$ cat config.mk
export PLATFORM = sky130hd
export DESIGN_NAME = battery_stack_fault_monitor
export DESIGN_NICKNAME = d
export VERILOG_FILES = /design/src/fault_monitor_pkg.sv /design/src/battery_stack_fault_monitor.sv /design/src/persist_filter.sv
export SDC_FILE = /design/constraint.sdc
export NUM_CORES = 1
export LEC_CHECK = 0
export ABC_AREA = 1
export BUFFER_PORTS_ARGS = -buffer_cell sky130_fd_sc_hd__buf_2
export CORE_ASPECT_RATIO = 0.7
export CORE_UTILIZATION = 45
export CTS_BUF_LIST = sky130_fd_sc_hd__clkbuf_8 sky130_fd_sc_hd__clkbuf_16
export DETAILED_ROUTE_END_ITERATION = 10
export GPL_TIMING_DRIVEN = 0
export PLACE_DENSITY_LB_ADDON = 0.15
export SLEW_MARGIN = 10
export SYNTH_ARGS = -nofsm -noshare
export SYNTH_HDL_FRONTEND = slang
export SYNTH_SLANG_ARGS = --single-unit
$ cat constraint.sdc
create_clock -name clock -period 11.2 [get_ports clock]
set_input_delay 1.12 -clock clock [delete_from_list [all_inputs] [get_ports clock]]
set_output_delay 1.12 -clock clock [all_outputs]
set_load 0.01 [all_outputs]
$ cat src/fault_monitor_pkg.sv
/*
  Constants shared by the stack fault monitor: register indices, flag
  positions, fixed thresholds, widths and timing counts.
  Assumes a 40 MHz clock and 20-bit register data.
*/
// Notes on behaviour
// [RULE_01] Faults shown on word, line and registers.
// [RULE_02] Balance low threshold is low plus increment.
// [RULE_03] Enabled cell high/low latches flag, fault, override.
// [RULE_04] Cell low event stops balancing everywhere.
// [RULE_05] Balance-low event stops only that cell.
// [RULE_06] Masked balance-low sets nothing at all.
// [RULE_07] Sum enabled cells in twenty bits, compare.
// [RULE_08] Stack pin result meets fixed critical thresholds.
// [RULE_09] Warning comparator always on, never disabled.
// [RULE_10] Stack high has three flags; comparator filtered.
// [RULE_11] Routine stack high latches, faults, overrides.
// [RULE_12] Comparator high latches warning, faults only.
// [RULE_13] Stack low has three flags; comparator filtered.
// [RULE_14] Routine stack low also stops all balancing.
// [RULE_15] Comparator low latches warning, faults only.
// [RULE_16] Select bit zero applies pull-down currents.
// [RULE_17] Odd cell degradation sets own flag only.
// [RULE_18] Large even degradation also flags odd below.
// [RULE_19] Open check only on enabled cells.
// [RULE_20] Drop above threshold declares input open.
// [RULE_21] Bottom terminal open above threshold, pull-up.
// [RULE_22] Open detection latches flag, faults, overrides.
// [RULE_23] Flags hold until software clears them.
package fault_monitor_pkg;
  localparam int DATA_W = 20;
  localparam int ADDR_W = 5;
  localparam int CELLS = 14;
  localparam int RES_W = 16;
  localparam int SUM_W = 20;
  // Register indices.
  localparam logic [4:0] REG_CTRL = 5'h00;
  localparam logic [4:0] REG_CELL_EN = 5'h01;
  localparam logic [4:0] REG_CELL_HIGH_TH = 5'h02;
  localparam logic [4:0] REG_CELL_LOW_TH = 5'h03;
  localparam logic [4:0] REG_BAL_DELTA = 5'h04;
  localparam logic [4:0] REG_BAL_MASK = 5'h05;
  localparam logic [4:0] REG_SUM_HIGH_TH = 5'h06;
  localparam logic [4:0] REG_SUM_LOW_TH = 5'h07;
  localparam logic [4:0] REG_OPEN_TH = 5'h08;
  localparam logic [4:0] REG_OPEN_LARGE_TH = 5'h09;
  localparam logic [4:0] REG_CELL_HIGH_FLAG = 5'h0A;
  localparam logic [4:0] REG_CELL_LOW_FLAG = 5'h0B;
  localparam logic [4:0] REG_BAL_LOW_FLAG = 5'h0C;
  localparam logic [4:0] REG_OPEN_FLAG = 5'h0D;
  localparam logic [4:0] REG_STACK_FLAG = 5'h0E;
  localparam logic [4:0] REG_STACK_SUM = 5'h0F;
  // Field positions.
  localparam int CTRL_PAIR_CHECK_BIT = 0;
  localparam int OPEN_BOTTOM_BIT = 14;
  localparam int SF_SUM_HIGH = 0;
  localparam int SF_SUM_LOW = 1;
  localparam int SF_CRIT_HIGH = 2;
  localparam int SF_CRIT_LOW = 3;
  localparam int SF_WARN_HIGH = 4;
  localparam int SF_WARN_LOW = 5;
  // Reset values.
  localparam logic [19:0] RST_CELL_HIGH_TH = 20'h0FFFF;
  localparam logic [19:0] RST_CELL_LOW_TH = 20'h00000;
  localparam logic [19:0] RST_SUM_HIGH_TH = 20'hFFFFF;
  localparam logic [19:0] RST_SUM_LOW_TH = 20'h00000;
  localparam logic [19:0] RST_OPEN_TH = 20'h0FFFF;
  localparam logic [19:0] RST_OPEN_LARGE_TH = 20'h0FFFF;
  // Fixed critical thresholds on the stack pin result.
  localparam logic [15:0] CRIT_HIGH_TH = 16'hF000;
  localparam logic [15:0] CRIT_LOW_TH = 16'h0800;
  // Comparator filter time and its cycle count at 40 MHz.
  localparam int CLK_PERIOD_PS = 25000;
  localparam int FILT_TIME_NS = 10000;
  localparam int FILT_CYCLES = (FILT_TIME_NS * 1000 + CLK_PERIOD_PS - 1) / CLK_PERIOD_PS;
endpackage : fault_monitor_pkg

$ cat src/battery_stack_fault_monitor.sv
/*
  Stack fault monitor: cell high/low and balance-low checks, stack sum,
  critical and comparator checks, open-wire evaluation, latched flags,
  fault line, override, balance stop and chain status word.
  Assumes the conversion routine presents results as one-cycle strobes
  and registers are reached over a plain strobe port.
*/
// The address-and-strobe port and the placing of the registers were left to the implementer.
`timescale 1ns/10ps
module battery_stack_fault_monitor
  import fault_monitor_pkg::*;
#(
  parameter int FILTER_CYCLES = FILT_CYCLES
) (
  input wire logic clock, // System clock, 40 MHz.
  input wire logic rst, // Asynchronous reset, active high.
  input wire logic [ADDR_W-1:0] addr, // Register index.
  input wire logic [DATA_W-1:0] wdata, // Write data.
  input wire logic wr, // Write strobe.
  input wire logic rd, // Read strobe.
  output logic [DATA_W-1:0] rdata, // Read data, cycle after rd.
  input wire logic cell_valid, // Cell result strobe.
  input wire logic [3:0] cell_idx, // Cell index 0..13.
  input wire logic [RES_W-1:0] cell_result, // Cell result.
  input wire logic sum_done, // End of cell conversion step.
  input wire logic stack_valid, // Stack pin result strobe.
  input wire logic [RES_W-1:0] stack_result, // Stack pin result.
  input wire logic comp_high, // Warning comparator, over level.
  input wire logic comp_low, // Warning comparator, under level.
  input wire logic open_step, // Cell terminal diagnostic step active.
  input wire logic open_valid, // Open drop strobe.
  input wire logic [3:0] open_idx, // Cell index of the drop.
  input wire logic [RES_W-1:0] open_drop, // Drop under pull-down current.
  input wire logic bottom_valid, // Bottom terminal level strobe.
  input wire logic [RES_W-1:0] bottom_level, // Bottom terminal level.
  output logic [CELLS-1:0] pulldown_en, // Per-cell pull-down current enable.
  output logic bottom_pullup_en, // Bottom terminal pull-up enable.
  output logic fault_line, // Fault line, high while any flag is set.
  output logic config_override, // Conversion routine override request.
  output logic balance_stop_all, // Stop balancing on the whole stack.
  output logic [CELLS-1:0] balance_stop_cell, // Stop balancing per cell.
  output logic [15:0] chain_status_word // Status word for the chain link.
);
  logic pair_check_q;
  logic [CELLS-1:0] cell_channel_enable_q;
  logic [CELLS-1:0] cell_balance_low_mask_q;
  logic [19:0] cell_high_th_q;
  logic [19:0] cell_low_th_q;
  logic [19:0] bal_delta_q;
  logic [19:0] stack_sum_high_threshold_q;
  logic [19:0] stack_sum_low_threshold_q;
  logic [19:0] open_th_q;
  logic [19:0] open_large_th_q;
  logic [CELLS-1:0] cell_high_flag_q;
  logic [CELLS-1:0] cell_low_flag_q;
  logic [CELLS-1:0] cell_balance_low_flag_q;
  logic [CELLS:0] cell_input_open_flag_q;
  logic [5:0] stack_flag_q;
  logic [SUM_W-1:0] sum_acc_q;
  logic [SUM_W-1:0] stack_sum_q;
  logic [DATA_W-1:0] rdata_q;
  logic [15:0] status_q;
  logic warn_high;
  logic warn_low;

  // Address decode.
  wire wr_ctrl = wr && addr == REG_CTRL;
  wire wr_en = wr && addr == REG_CELL_EN;
  wire wr_chth = wr && addr == REG_CELL_HIGH_TH;
  wire wr_clth = wr && addr == REG_CELL_LOW_TH;
  wire wr_bd = wr && addr == REG_BAL_DELTA;
  wire wr_bm = wr && addr == REG_BAL_MASK;
  wire wr_shth = wr && addr == REG_SUM_HIGH_TH;
  wire wr_slth = wr && addr == REG_SUM_LOW_TH;
  wire wr_oth = wr && addr == REG_OPEN_TH;
  wire wr_olth = wr && addr == REG_OPEN_LARGE_TH;
  wire [CELLS-1:0] clr_ch = (wr && addr == REG_CELL_HIGH_FLAG) ? wdata[CELLS-1:0] : '0;
  wire [CELLS-1:0] clr_cl = (wr && addr == REG_CELL_LOW_FLAG) ? wdata[CELLS-1:0] : '0;
  wire [CELLS-1:0] clr_bl = (wr && addr == REG_BAL_LOW_FLAG) ? wdata[CELLS-1:0] : '0;
  wire [CELLS:0] clr_op = (wr && addr == REG_OPEN_FLAG) ? wdata[CELLS:0] : '0;
  wire [5:0] clr_sf = (wr && addr == REG_STACK_FLAG) ? wdata[5:0] : '0;

  // Cell checks on the enabled cell that the strobe selects.
  wire [CELLS-1:0] cell_sel = cell_valid ? (CELLS'(1) << cell_idx) & cell_channel_enable_q : '0; // RULE_03
  wire [19:0] cell_res20 = {4'h0, cell_result};
  wire [20:0] bal_low_th = {1'b0, cell_low_th_q} + {1'b0, bal_delta_q}; // RULE_02
  wire cell_hi = cell_res20 > cell_high_th_q;
  wire cell_lo = cell_res20 < cell_low_th_q;
  wire cell_bl = {5'h00, cell_result} < bal_low_th;
  wire [CELLS-1:0] set_ch = cell_hi ? cell_sel : '0; // RULE_03
  wire [CELLS-1:0] set_cl = cell_lo ? cell_sel : '0; // RULE_03
  wire [CELLS-1:0] set_bl = cell_bl ? cell_sel & ~cell_balance_low_mask_q : '0; // RULE_06

  // Stack sum, critical and comparator checks.
  wire [SUM_W-1:0] sum_next = sum_acc_q + {4'h0, cell_result};
  wire cell_any = |cell_sel;
  wire [5:0] set_sf = {
    warn_low, // RULE_15
    warn_high, // RULE_12
    stack_valid && stack_result < CRIT_LOW_TH, // RULE_08
    stack_valid && stack_result > CRIT_HIGH_TH, // RULE_08
    sum_done && sum_acc_q < stack_sum_low_threshold_q, // RULE_13
    sum_done && sum_acc_q > stack_sum_high_threshold_q // RULE_10
  };

  // Open-wire evaluation, only with the pair check deselected.
  wire open_go = open_valid && !pair_check_q; // RULE_16
  wire [CELLS-1:0] open_sel = open_go ? (CELLS'(1) << open_idx) & cell_channel_enable_q : '0; // RULE_19
  wire open_hit = {4'h0, open_drop} > open_th_q; // RULE_20
  wire open_large = open_idx[0] && {4'h0, open_drop} > open_large_th_q; // RULE_18
  wire [CELLS-1:0] open_cells = open_hit ? open_sel | (open_large ? open_sel >> 1 : '0) : '0; // RULE_17
  wire bottom_open = bottom_valid && !pair_check_q && {4'h0, bottom_level} > open_th_q; // RULE_21
  wire [CELLS:0] set_op = {bottom_open, open_cells}; // RULE_22

  // Diagnostic currents follow the step and the strategy bit.
  assign pulldown_en = (open_step && !pair_check_q) ? cell_channel_enable_q : '0; // RULE_16
  assign bottom_pullup_en = open_step && !pair_check_q; // RULE_21

  // Warning comparator filters; no control bit reaches them.
  persist_filter #(.CYCLES(FILTER_CYCLES)) u_filt_high ( // RULE_09
    .clock(clock),
    .rst(rst),
    .level_in(comp_high),
    .level_out(warn_high)
  );
  persist_filter #(.CYCLES(FILTER_CYCLES)) u_filt_low ( // RULE_09
    .clock(clock),
    .rst(rst),
    .level_in(comp_low),
    .level_out(warn_low)
  );

  // Outputs derived from latched flags.
  wire routine_fault = |{cell_high_flag_q, cell_low_flag_q, cell_balance_low_flag_q,
    cell_input_open_flag_q, stack_flag_q[3:0]}; // RULE_11
  assign config_override = routine_fault; // RULE_22
  assign fault_line = routine_fault || |stack_flag_q[5:4]; // RULE_01
  assign balance_stop_all = |cell_low_flag_q || stack_flag_q[SF_SUM_LOW]
    || stack_flag_q[SF_CRIT_LOW]; // RULE_04 RULE_14
  assign balance_stop_cell = cell_balance_low_flag_q; // RULE_05
  assign chain_status_word = status_q;
  assign rdata = rdata_q;

  // Read multiplexer; unmapped indices read zero.
  logic [DATA_W-1:0] rmux;
  always_comb begin
    rmux = '0;
    case (addr)
      REG_CTRL: rmux[CTRL_PAIR_CHECK_BIT] = pair_check_q;
      REG_CELL_EN: rmux[CELLS-1:0] = cell_channel_enable_q;
      REG_CELL_HIGH_TH: rmux = cell_high_th_q;
      REG_CELL_LOW_TH: rmux = cell_low_th_q;
      REG_BAL_DELTA: rmux = bal_delta_q;
      REG_BAL_MASK: rmux[CELLS-1:0] = cell_balance_low_mask_q;
      REG_SUM_HIGH_TH: rmux = stack_sum_high_threshold_q;
      REG_SUM_LOW_TH: rmux = stack_sum_low_threshold_q;
      REG_OPEN_TH: rmux = open_th_q;
      REG_OPEN_LARGE_TH: rmux = open_large_th_q;
      REG_CELL_HIGH_FLAG: rmux[CELLS-1:0] = cell_high_flag_q;
      REG_CELL_LOW_FLAG: rmux[CELLS-1:0] = cell_low_flag_q;
      REG_BAL_LOW_FLAG: rmux[CELLS-1:0] = cell_balance_low_flag_q;
      REG_OPEN_FLAG: rmux[CELLS:0] = cell_input_open_flag_q;
      REG_STACK_FLAG: rmux[5:0] = stack_flag_q;
      REG_STACK_SUM: rmux = stack_sum_q;
      default: rmux = '0;
    endcase
  end

  // Configuration registers written by software.
  always_ff @(posedge clock or posedge rst) begin
    if (rst) begin
      pair_check_q <= 1'b0;
      cell_channel_enable_q <= '0;
      cell_balance_low_mask_q <= '0;
      cell_high_th_q <= RST_CELL_HIGH_TH;
      cell_low_th_q <= RST_CELL_LOW_TH;
      bal_delta_q <= '0;
      stack_sum_high_threshold_q <= RST_SUM_HIGH_TH;
      stack_sum_low_threshold_q <= RST_SUM_LOW_TH;
      open_th_q <= RST_OPEN_TH;
      open_large_th_q <= RST_OPEN_LARGE_TH;
    end else begin
      if (wr_ctrl) pair_check_q <= wdata[CTRL_PAIR_CHECK_BIT];
      if (wr_en) cell_channel_enable_q <= wdata[CELLS-1:0];
      if (wr_bm) cell_balance_low_mask_q <= wdata[CELLS-1:0];
      if (wr_chth) cell_high_th_q <= wdata;
      if (wr_clth) cell_low_th_q <= wdata;
      if (wr_bd) bal_delta_q <= wdata;
      if (wr_shth) stack_sum_high_threshold_q <= wdata;
      if (wr_slth) stack_sum_low_threshold_q <= wdata;
      if (wr_oth) open_th_q <= wdata;
      if (wr_olth) open_large_th_q <= wdata;
    end
  end

  // Sticky flags: a set in the clearing cycle wins over the clear.
  always_ff @(posedge clock or posedge rst) begin
    if (rst) begin
      cell_high_flag_q <= '0;
      cell_low_flag_q <= '0;
      cell_balance_low_flag_q <= '0;
      cell_input_open_flag_q <= '0;
      stack_flag_q <= '0;
    end else begin
      cell_high_flag_q <= (cell_high_flag_q & ~clr_ch) | set_ch; // RULE_23
      cell_low_flag_q <= (cell_low_flag_q & ~clr_cl) | set_cl; // RULE_23
      cell_balance_low_flag_q <= (cell_balance_low_flag_q & ~clr_bl) | set_bl; // RULE_23
      cell_input_open_flag_q <= (cell_input_open_flag_q & ~clr_op) | set_op; // RULE_23
      stack_flag_q <= (stack_flag_q & ~clr_sf) | set_sf; // RULE_23
    end
  end

  // Stack sum accumulates enabled cells and restarts at each step end.
  always_ff @(posedge clock or posedge rst) begin
    if (rst) begin
      sum_acc_q <= '0;
      stack_sum_q <= '0;
    end else if (sum_done) begin
      stack_sum_q <= sum_acc_q; // RULE_07
      sum_acc_q <= '0;
    end else if (cell_any) begin
      sum_acc_q <= sum_next; // RULE_07
    end
  end

  // Read data and the registered chain status word.
  always_ff @(posedge clock or posedge rst) begin
    if (rst) begin
      rdata_q <= '0;
      status_q <= '0;
    end else begin
      rdata_q <= rd ? rmux : '0;
      status_q <= {5'h00, fault_line, stack_flag_q, |cell_input_open_flag_q,
        |cell_balance_low_flag_q, |cell_low_flag_q, |cell_high_flag_q}; // RULE_01
    end
  end

  // Checks that tie outputs to their causes.
  AST_CELL_HIGH: assert property (@(posedge clock) disable iff (rst) // RULE_03
    (cell_valid && cell_idx < 4'hE && cell_channel_enable_q[cell_idx]
     && cell_res20 > cell_high_th_q) |=> (cell_high_flag_q[$past(cell_idx)] && config_override))
    else $error("Cell high event not latched.");
  AST_CELL_IGNORED: assert property (@(posedge clock) disable iff (rst) // RULE_03
    (cell_valid && cell_idx < 4'hE && !cell_channel_enable_q[cell_idx]
     && !cell_low_flag_q[cell_idx] && clr_cl == '0) |=> !cell_low_flag_q[$past(cell_idx)])
    else $error("Disabled cell set a flag.");
  AST_STOP_ALL: assert property (@(posedge clock) disable iff (rst) // RULE_04
    (cell_valid && cell_idx < 4'hE && cell_channel_enable_q[cell_idx]
     && cell_res20 < cell_low_th_q) |=> balance_stop_all && fault_line && config_override)
    else $error("Cell low did not stop all balancing.");
  AST_BAL_MASK: assert property (@(posedge clock) disable iff (rst) // RULE_06
    (cell_valid && cell_idx < 4'hE && cell_balance_low_mask_q[cell_idx]
     && !cell_balance_low_flag_q[cell_idx] && clr_bl == '0)
    |=> !cell_balance_low_flag_q[$past(cell_idx)])
    else $error("Masked balance low set a flag.");
  AST_BAL_ONE: assert property (@(posedge clock) disable iff (rst) // RULE_05
    (cell_balance_low_flag_q == '0 && set_bl != '0 && cell_low_flag_q == '0 && set_cl == '0
     && stack_flag_q[3] == 1'b0 && stack_flag_q[1] == 1'b0 && set_sf[3:0] == '0)
    |=> balance_stop_cell == $past(set_bl) && !balance_stop_all)
    else $error("Balance low stopped other cells.");
  AST_SUM_HIGH: assert property (@(posedge clock) disable iff (rst) // RULE_10
    (sum_done && sum_acc_q > stack_sum_high_threshold_q) |=> stack_flag_q[SF_SUM_HIGH]
    ##0 stack_sum_q == $past(sum_acc_q))
    else $error("Stack sum high not latched.");
  AST_CRIT_LOW: assert property (@(posedge clock) disable iff (rst) // RULE_14
    (stack_valid && stack_result < CRIT_LOW_TH) |=> stack_flag_q[SF_CRIT_LOW]
    && balance_stop_all && config_override)
    else $error("Critical low not handled.");
  AST_WARN_ONLY: assert property (@(posedge clock) disable iff (rst) // RULE_12
    (stack_flag_q[5:4] != 2'b00 && !routine_fault) |-> fault_line && !config_override)
    else $error("Warning touched the routine.");
  AST_FILTER: assert property (@(posedge clock) disable iff (rst) // RULE_10
    (!comp_high ##1 comp_high) |=> !warn_high)
    else $error("Comparator qualified too early.");
  AST_OPEN_LARGE: assert property (@(posedge clock) disable iff (rst) // RULE_18
    (open_go && open_idx < 4'hE && cell_channel_enable_q[open_idx] && open_large && open_hit)
    |=> cell_input_open_flag_q[$past(open_idx)]
    && cell_input_open_flag_q[$past(open_idx) - 4'h1])
    else $error("Large degradation missed the odd cell.");
  AST_PAIR_SELECT: assert property (@(posedge clock) disable iff (rst) // RULE_16
    pair_check_q |-> pulldown_en == '0 && !bottom_pullup_en)
    else $error("Pull-down active with pair check.");
  AST_HOLD: assert property (@(posedge clock) disable iff (rst) // RULE_23
    (stack_flag_q[SF_CRIT_HIGH] && !clr_sf[SF_CRIT_HIGH]) |=> stack_flag_q[SF_CRIT_HIGH])
    else $error("Flag dropped without a clear.");
endmodule : battery_stack_fault_monitor

$ cat src/persist_filter.sv
/*
  Persistence filter for one comparator level.
  Assumes the raw level is synchronous to clock.
*/
`timescale 1ns/10ps
module persist_filter #(
  parameter int CYCLES = 1
) (
  input wire logic clock, // System clock.
  input wire logic rst, // Asynchronous reset, active high.
  input wire logic level_in, // Raw comparator level.
  output logic level_out // High once the level has lasted past the filter time.
);
  localparam int CW = $clog2(CYCLES + 2);
  localparam logic [CW-1:0] LIMIT = CW'(CYCLES);
  logic [CW-1:0] count_q;
  logic [CW-1:0] count_d;
  logic out_q;

  // Count while the level holds; any gap restarts the count.
  assign count_d = !level_in ? '0 : (count_q > LIMIT) ? count_q : count_q + CW'(1);
  assign level_out = out_q;

  // Output qualifies only after strictly more than the filter count.
  always_ff @(posedge clock or posedge rst) begin
    if (rst) begin
      count_q <= '0;
      out_q <= 1'b0;
    end else begin
      count_q <= count_d;
      out_q <= level_in && (count_q >= LIMIT);
    end
  end
endmodule : persist_filter

Word-level counts from Yosys, hierarchy flattened
Cells that the tools add are included.

Add/subtract/negate cells: 4. Magnitude comparators: 14. Equality and inequality tests: 17. Shift operators: 2. Multiplexer cells: 25. Bitwise operators: 20. Reductions and logical operators: 39.

Operator list (number): 2-to-1 mux 14 bit (10); case mux 8 bit (14 select lines) (1); bitwise AND 14 bit (6); greater-than comparator 16 x 20 -> 1 bit (4); case mux 5 bit (15 select lines) (1); OR reduction 61 bit (1); 2-to-1 mux 20 bit (3); NOT 14 bit (4); OR reduction 14 bit (4); bitwise OR 14 bit (3); equality test 5 x 4 -> 1 bit, second input constant (8); case mux 5 bit (8 select lines) (1); 2-to-1 mux 9 bit (4); left shift 1 x 4 -> 14 bit, first input constant (2); logical AND 1 bit (26); adder 20 x 20 -> 21 bit (1); less-than comparator 16 x 21 -> 1 bit (1); adder 20 x 16 -> 20 bit (1); equality test 5 x 3 -> 1 bit, second input constant (4); greater-than comparator 20 bit (1); less-than comparator 16 x 20 -> 1 bit (1); less-than comparator 20 bit (1); adder 9 x 1 -> 9 bit, second input constant (2); >= comparator 9 bit, second input constant (2); other kinds (24) (29).

Register bits after elaboration: 323. Input bits: 109. Output and inout port bits: 68. Logic and storage cells: 144.

Depth between registers and ports, before layout
Gate-level depths: netlist of the first run.

Depth in word-level cells: 7. Depth in mapped cells: 23. Mapped depth without buffers: 22.

Modules after synthesis
Synthesis of the first run repeated with hierarchy kept, for this count alone.

Cells, all modules: 2621. Area total of the unflattened synthesis: 20310.7 sq um.

Modules (own cells, without submodules): battery_stack_fault_monitor (instances 1, cells an instance 2441, area an instance 18916.9 sq um, sequential area each 7667.4 sq um); persist_filter (instances 2, cells an instance 90, area an instance 696.9 sq um, sequential area each 250.2 sq um).

Worst setup path before layout of the first run
OpenSTA, ideal clock, no wires.

Path type: reg2reg. Start: reg cell_low_th_q[0]. End: reg cell_balance_low_flag_q[7] (netlist: balance_stop_cell[7]). Setup time: 120 ps. Data arrival time: 2703 ps. Data required time: 11080 ps. Path slack: 8376 ps. Stages on the path, launching flop included: 23. Path buffers: 1. Clock period less this slack: 2824 ps. Path through: dfrtp_1 > ha_1 > inv_1 > fa_1 > nor2_1 > nor2_2 > o21ai_2 > nand2_1 > nand2_1 > xnor2_1 > ha_1 > nand2_1 > nor3_1 > nand2_1 > nand2_1 > nand2_1 > nand2_1 > nand2_1 > nand2_1 > nand3_2 > buf_6 > nand2_1 > nand2_1.

Word-level cells in the longest chain between the ends: 4.

RTL lines: from (decl) (RTL line battery_stack_fault_monitor.sv:48) `logic [19:0] cell_low_th_q;`; from (signal assigned) (RTL line battery_stack_fault_monitor.sv:187) `if (wr_clth) cell_low_th_q <= wdata;`; adder 20 x 20 -> 21 bit (RTL line battery_stack_fault_monitor.sv:86) `wire [20:0] bal_low_th = {1'b0, cell_low_th_q} + {1'b0, bal_delta_q};`; less-than comparator 16 x 21 -> 1 bit (RTL line battery_stack_fault_monitor.sv:89) `wire cell_bl = {5'h00, cell_result} < bal_low_th;`; 2-to-1 mux 14 bit (RTL line battery_stack_fault_monitor.sv:92) `wire [CELLS-1:0] set_bl = cell_bl ? cell_sel & ~cell_balance_low_mask_q : '0;`; bitwise OR 14 bit (RTL line battery_stack_fault_monitor.sv:207) `cell_balance_low_flag_q <= (cell_balance_low_flag_q & ~clr_bl) | set_bl;`; to (signal assigned) (RTL line battery_stack_fault_monitor.sv:207); to (decl) (RTL line battery_stack_fault_monitor.sv:56) `logic [CELLS-1:0] cell_balance_low_flag_q;`.

Every way passes these cells. A chain may end at the register's enable or synchronous reset.

Worst setup path in the final report of the first run
Start: reg cell_low_th_q[0]. End: reg cell_balance_low_flag_q[8] (netlist: balance_stop_cell[8]).

The elaborated chain is that of the path after synthesis.

==> results of run 1 <==
==> per-layer routing <==
layer,track usage,wire [um]
met1,0.561,38100
met2,0.501,32400
met3,0.136,11100
met4,0.0755,1750
met5,0,11
==> synth_stat cells (27+ instances only) <==
| cell type | instances |
|---|---|
| nand3_1 | 72 |
| nand4_1 | 41 |
| o21ai_0 | 370 |
| dfrtp_1 | 255 |
| nand2_1 | 598 |
| inv_1 | 337 |
| dfstp_2 | 68 |
| a21oi_1 | 121 |
| ha_1 | 173 |
| nor2_1 | 179 |
| a221oi_1 | 27 |
| clkbuf_1 | 64 |
| o22ai_1 | 36 |
==> final timing paths <==
check | startpoint | end | slack (ns) | depth (start not counted)
setup / recovery | cell_low_th_q[0] | balance_stop_cell[8] | 7.38 | 22
hold / removal | stack_flag_q[5] | chain_status_word[9] | 0.39 | 0
setup reg to reg | cell_low_th_q[0] | balance_stop_cell[8] | 7.38 | 22
hold reg to reg | stack_flag_q[5] | chain_status_word[9] | 0.39 | 0
max in group asynchronous | rst | stack_sum_low_threshold_q[4] | 9.42 | 4
min in group asynchronous | rst | cell_low_th_q[17] | 0.48 | 2
==> metrics by stage <==
step / cell area [um2] / cells / setup slack (ns) / TNS, ns
after floorplan: 19700 / 2545 / 1.25 / 0
after global placement: 21300 / 3299 / -2.64 / -658.06
after detailed placement: 21400 / 3302 / 7.53 / 0
after CTS: 22500 / 3365 / 7.51 / 0
after global routing: 22500 / 3365 / 7.12 / 0
final: 22500 / 3369 / 7.38 / 0
==> registers in the layout (all words and copies together) (netlist names) <==
name / count
u_filt_high.count_q: 9
stack_sum_q: 20
pair_check_q: 1
cell_high_flag_q: 14
cell_balance_low_mask_q: 14
rdata: 20
cell_low_flag_q: 14
bal_delta_q: 20
cell_low_th_q: 20
open_th_q: 20
cell_channel_enable_q: 14
u_filt_low.count_q: 9
balance_stop_cell: 14
open_large_th_q: 20
cell_input_open_flag_q: 15
sum_acc_q: 20
stack_sum_low_threshold_q: 20
stack_sum_high_threshold_q: 20
u_filt_low.level_out: 1
u_filt_high.level_out: 1
chain_status_word: 11
cell_high_th_q: 20
stack_flag_q: 6
==> worst max-delay path, stage by stage (launching register included) <==
cell,delay [ns]
dfrtp_1,0.44
ha_1,0.34
inv_1,0.10
fa_1,0.44
nor2_1,0.16
nor2_2,0.11
o21ai_2,0.22
nand2_1,0.07
nand2_1,0.08
xnor2_1,0.07
ha_1,0.30
nand2_1,0.09
nor3_1,0.19
nand2_1,0.09
nand2_1,0.09
nand2_1,0.05
nand2_1,0.06
nand2_1,0.04
nand2_1,0.07
nand3_2,0.30
buf_6,0.28
nand2_1,0.07
nand2_1,0.05
==> power groups by stage <==
| stage | Sequential [W] | Clock (W) | Combinational [W] |
|---|---|---|---|
| final | 0.00157 | 0.00119 | 0.00104 |
| after detailed placement | 0.00157 | 0 | 0.00101 |
| after global placement | 0.00157 | 0 | 0.000980 |
| after CTS | 0.00155 | 0.00119 | 0.00102 |
| after floorplan | 0.00150 | 0 | 0.000655 |
| after global routing | 0.00158 | 0.00124 | 0.00116 |
==> cell type report <==
type / instances / area share
repair buffers: 172 / 0.0412
clock inverters: 22 / 0.00744
inverters: 342 / 0.0573
multi-input cells: 1792 / 0.438
plain buffers: 88 / 0.0174
clock buffers: 41 / 0.0435
diodes: 4 / 0.000444
well taps: 585 / 0.0325
flip-flops and latches: 323 / 0.362
==> kinds of logic (layout without fill, tap and decap cells) <==
kind of cell | count (synthesis) | in the layout | synth area share
xor gates and xnor gates | 22 | 22 | 0.00978
AOI/OAI and AO/OA | 622 | 622 | 0.174
buffers and inverters | 430 | 665 | 0.0850
and+or+nand+nor | 968 | 968 | 0.205
other | 1 | 9 | 0.000190
DFF | 323 | 323 | 0.414
adders and majority gates | 175 | 175 | 0.112
==> cells in the final DEF (no fill, tap or decap), types with 4 or more instances in the layout <==
master / netlist / routed
dfstp_2: 68 / 68
nand2_1: 598 / 598
a211oi_1: 4 / 4
nand4_1: 41 / 41
clkbuf_8: 0 / 4
clkbuf_1: 64 / 64
o31ai_1: 4 / 4
nor2_1: 179 / 179
nand3_1: 72 / 72
nor4_1: 23 / 23
o21bai_1: 4 / 4
clkinvlp_4: 0 / 4
nor2_2: 8 / 8
o21ai_1: 12 / 12
buf_4: 5 / 5
clkbuf_16: 0 / 37
buf_2: 16 / 185
a221oi_1: 27 / 27
ha_1: 173 / 173
o22ai_1: 36 / 36
nand2_2: 5 / 5
o21ai_0: 370 / 370
dfrtp_1: 255 / 255
inv_1: 337 / 341
inv_2: 4 / 4
clkinv_2: 0 / 10
xnor2_1: 11 / 11
a31oi_1: 16 / 16
nand3b_1: 6 / 6
a21oi_1: 121 / 121
xor2_1: 11 / 11
nor3_1: 21 / 21
conb_1: 1 / 5
diode_2: 0 / 4
==> results_dict.tcl, run 1 <==
set metrics [dict create \
    dp_hpwl_um 66200 \
    end_kind "register" \
    p_int_w 0.00240 \
    cts_buffers 35 \
    yosys_warnings 0 \
    yosysUniqueCellTypes 54 \
    critPathLaunchType "register" \
    worstSetupPathType "reg2reg" \
    grt_overflow 0 \
    synth_top_area_share 0.324 \
    yosys.area.top_type "dfrtp_1" \
    wl_per_cell_um 24.8 \
    syn_area_um2 19700 \
    route.detailed.drc 0 \
    cts_resized 0 \
    min_path_type "reg2reg" \
    ys_ff_latch 323 \
    fin_hold_ws_ns 0.388 \
    vias_per_cell 5.84 \
    critPathRequiredTime_ns 11.62 \
    clk_latency_ns 0.54 \
    areaGrowthSynthToFinish_pct 14.4 \
    start_util 0.461 \
    grt_pass1_vias 17900 \
    track_usage 0.373 \
    relSlewSlack 0.0718 \
    clock_path_buffers 3 \
    min_period_ns 3.82 \
    clock-root-buffer "clkbuf_16" \
    drt_wl_total_um 83400 \
    final_layout_size_suffix_gt1_frac 0.128 \
    ir_drop_mv 0.104 \
    total_power_w 0.00380 \
    syn-mean-instance-area_um2 7.76 \
    h-tree-depth 2 \
    grt_max_degree 108 \
    pwr-share-seq 0.413 \
    place_congestion 1.03 \
    post_cts_buffers 0 \
    post-route-util 0.528 \
    period_share 0.341 \
    cts_tree "built" \
    synth_ff_type "dfrtp_1" \
    synth_cells 2541 \
    status "finished clean" \
    die_y_um 177 \
    vias 19700 \
    final_nets 3038 \
    synth_async_sr_flop_share 1.00 \
    max-cap-violations 0 \
    ys_top_cells_by_area "dfrtp_1 32%, nand2_1 11%, ha_1 11%" \
    pwr-share-clk 0.313 \
    hold_buffers 0 \
    drv_slew 0 \
    power_leakage_nw 11.0 \
    grt_setup_unrepaired "false" \
    powerDensity_nw_per_um2 168 \
    power_switching_w 0.00140 \
    die_w_um 252 \
    core_um2 42700 \
    drt-pass1-iter-count 6 \
    ios 177 \
    nFillCells 4219 \
    portBuffers 169 \
    combPwrFrac 0.274 \
    setup_viol 0 \
    seq_area_frac_synth 0.414 \
    timing.fmax_ghz 0.262 \
    ant_nets 0 \
    worstPathArrival_ns 4.24 \
    tightest_slew_ns 1.39 \
    finalHoldViolations 0 \
    cts_sinks 323 \
    grt_pass1_wl_um 120000 \
    clock_skew_ns 0.0218 \
    dieArea_um2 44600 \
    ff_latch_area_um2 8170 \
    first_iter_violations 2457 \
    multi_input_area_um2 9880 \
    rows 63 \
    synth_edf_count 0 \
    path_clk_slew_ns 0.07 \
    path_max_fanout 10 \
    antenna_found_initial 4 \
    switching_share 0.368 \
]
Power figures use the tool's default switching activity.
==> run 2, diff against run 1 <==
- clock period: 11.2 -> 3.15 ns (I/O delays scaled with it)
==> results_dict.tcl, run 2 (synthesis gave the netlist of run 1 again) <==
set metrics [dict create \
    busiest_layer "met1" \
    final_cell_mix "580 x nand2_1, 367 x o21ai_0, 344 x inv_1, 251 x dfrtp_1, 185 x buf_2" \
    first_iter_violations 2338 \
    max-cap-violations 0 \
    vias 19700 \
    drv_slew 0 \
    worstSetupPathType "reg2reg" \
    path_max_fanout 5 \
    clk_latency_ns 0.56 \
    tightest_slew_ns 1.25 \
    grt_overflow 0 \
    clock_path_buffers 3 \
    grt_setup_unrepaired "true" \
    grt_pass1_vias 18300 \
    status "finished with violations" \
    antenna_found_initial 6 \
    relSlewSlack 0.167 \
    placed_cells 3309 \
    multi_input_area_um2 10100 \
    ir_drop_mv 0.378 \
    end_kind "register" \
    rows 63 \
    route.detailed.drc 0 \
    vias_per_cell 5.81 \
    cts_buffers 36 \
    min_path_type "in2reg" \
    die_w_um 252 \
    clock-root-buffer "clkbuf_16" \
    cts_tree "built" \
    drt-pass1-iter-count 8 \
    dieArea_um2 44600 \
    critPathRequiredTime_ns 3.59 \
    final_layout_size_suffix_gt1_frac 0.148 \
    die_y_um 177 \
    clock_skew_ns 0.0325 \
    nFillCells 4105 \
    period_share 1.02 \
    gr-usage-met2 0.504 \
    ant_nets 0 \
    powerDensity_nw_per_um2 608 \
    place_congestion 1.04 \
    path_clk_slew_ns 0.07 \
    drt_wl_total_um 83800 \
    final_common_cell "nand2_1" \
    min_period_ns 3.23 \
    grt_pass1_wl_um 120000 \
    violations "setup timing" \
    cts_sinks 323 \
    power_leakage_nw 11.2 \
    use_met1 0.527 \
    core_um2 42700 \
    ios 177 \
    start_util 0.461 \
    wl_per_cell_um 24.7 \
    portBuffers 169 \
    critPathLaunchType "register" \
    track_usage 0.375 \
    areaGrowthSynthToFinish_pct 17.5 \
    grt_max_degree 36 \
    layout.cells.non_filler 3392 \
    setup_tns_ns -0.794 \
    dp_hpwl_um 66300 \
    fin_ws_ns -0.0787 \
    finalHoldViolations 0 \
    final_nets 3060 \
    h-tree-depth 2 \
    setup_viol 12 \
    ff_latch_area_um2 8170 \
    met3_usage 0.172 \
    timing.fmax_ghz 0.310 \
    worstPathArrival_ns 3.67 \
]
-- run 2: layer usage --
layer | up-vias | share of wire
li1 | 8947 | -
met1 | 9501 | 0.44
met2 | 1067 | 0.39
met3 | 184 | 0.14
met4 | 10 | 0.031
met5 | - | 0.0023
-- run 2: timing repair --
item	in CTS	in global routing
hold endpoints to repair	20	0
hold buffers	3	0
buffers inserted	9	1
cloned	1	0
gates resized for setup	35	27
endpoints found under the setup margin	14	14
pin swaps	10	17
-- run 2: per-stage QoR --
step	cell area [um2]	utilization	worst slack [ns]	hold WS [ns]	total power, W
2_1_floorplan	19700	-	-1.42	0.354	0.00768
3_3_place_gp	21300	0.499	-3.53	0.364	0.00905
3_5_place_dp	21500	0.504	-0.681	0.365	0.00921
4_1_cts	23000	0.539	-0.0456	0.0493	0.0139
5_1_grt	23200	0.542	-0.282	0.0673	0.0147
6_report	23200	0.542	-0.0787	0.0571	0.0141
-- run 2: worst paths after layout --
| path | endpoint | slack (ns) | start | depth (start not counted) |
|---|---|---|---|---|
| min in group asynchronous | bal_delta_q[15] | 0.44 | rst | 3 |
| max in group asynchronous | stack_sum_low_threshold_q[9] | 1.06 | rst | 8 |
| worst max-delay path | balance_stop_cell[11] | -0.08 | bal_delta_q[2] | 19 |
| worst min register to register | chain_status_word[9] | 0.38 | stack_flag_q[5] | 0 |
| worst max register to register | balance_stop_cell[11] | -0.08 | bal_delta_q[2] | 19 |
| worst min-delay path | stack_flag_q[2] | 0.06 | stack_result[15] | 3 |
-- run 2: where the power goes --
part	switching, W	internal (W)	total [W]
Combinational	0.00257	0.00141	0.00398
Clock	0.00187	0.00266	0.00453
Sequential	0.000682	0.00490	0.00558
-- run 2: critical path, stage by stage (launching register included) --
cell and delay, ns:
dfrtp_1 0.43, ha_2 0.35, nand2_1 0.15, nand3_4 0.16, a21oi_2 0.24, o21ai_1 0.14, xnor2_1 0.16, ha_1 0.28
nand2_1 0.07, nor3_2 0.15, nand2_1 0.08, nand2_2 0.07, nand2_1 0.05, nand2_1 0.06, nand2_1 0.07, nand2_2 0.10
nand3_4 0.24, buf_8 0.23, nand2_2 0.06, nand2_1 0.05
-- run 2: cell type report --
type                            instances  share of cell area
Tap cell                              585              0.0316
Clock inverter                         25              0.0113
Multi-Input combinational cell       1792               0.437
Antenna cell                            3            0.000324
Buffer                                 88              0.0171
Clock buffer                           41              0.0424
Sequential cell                       323               0.353
Inverter                              342              0.0556
Timing Repair Buffer                  193              0.0517
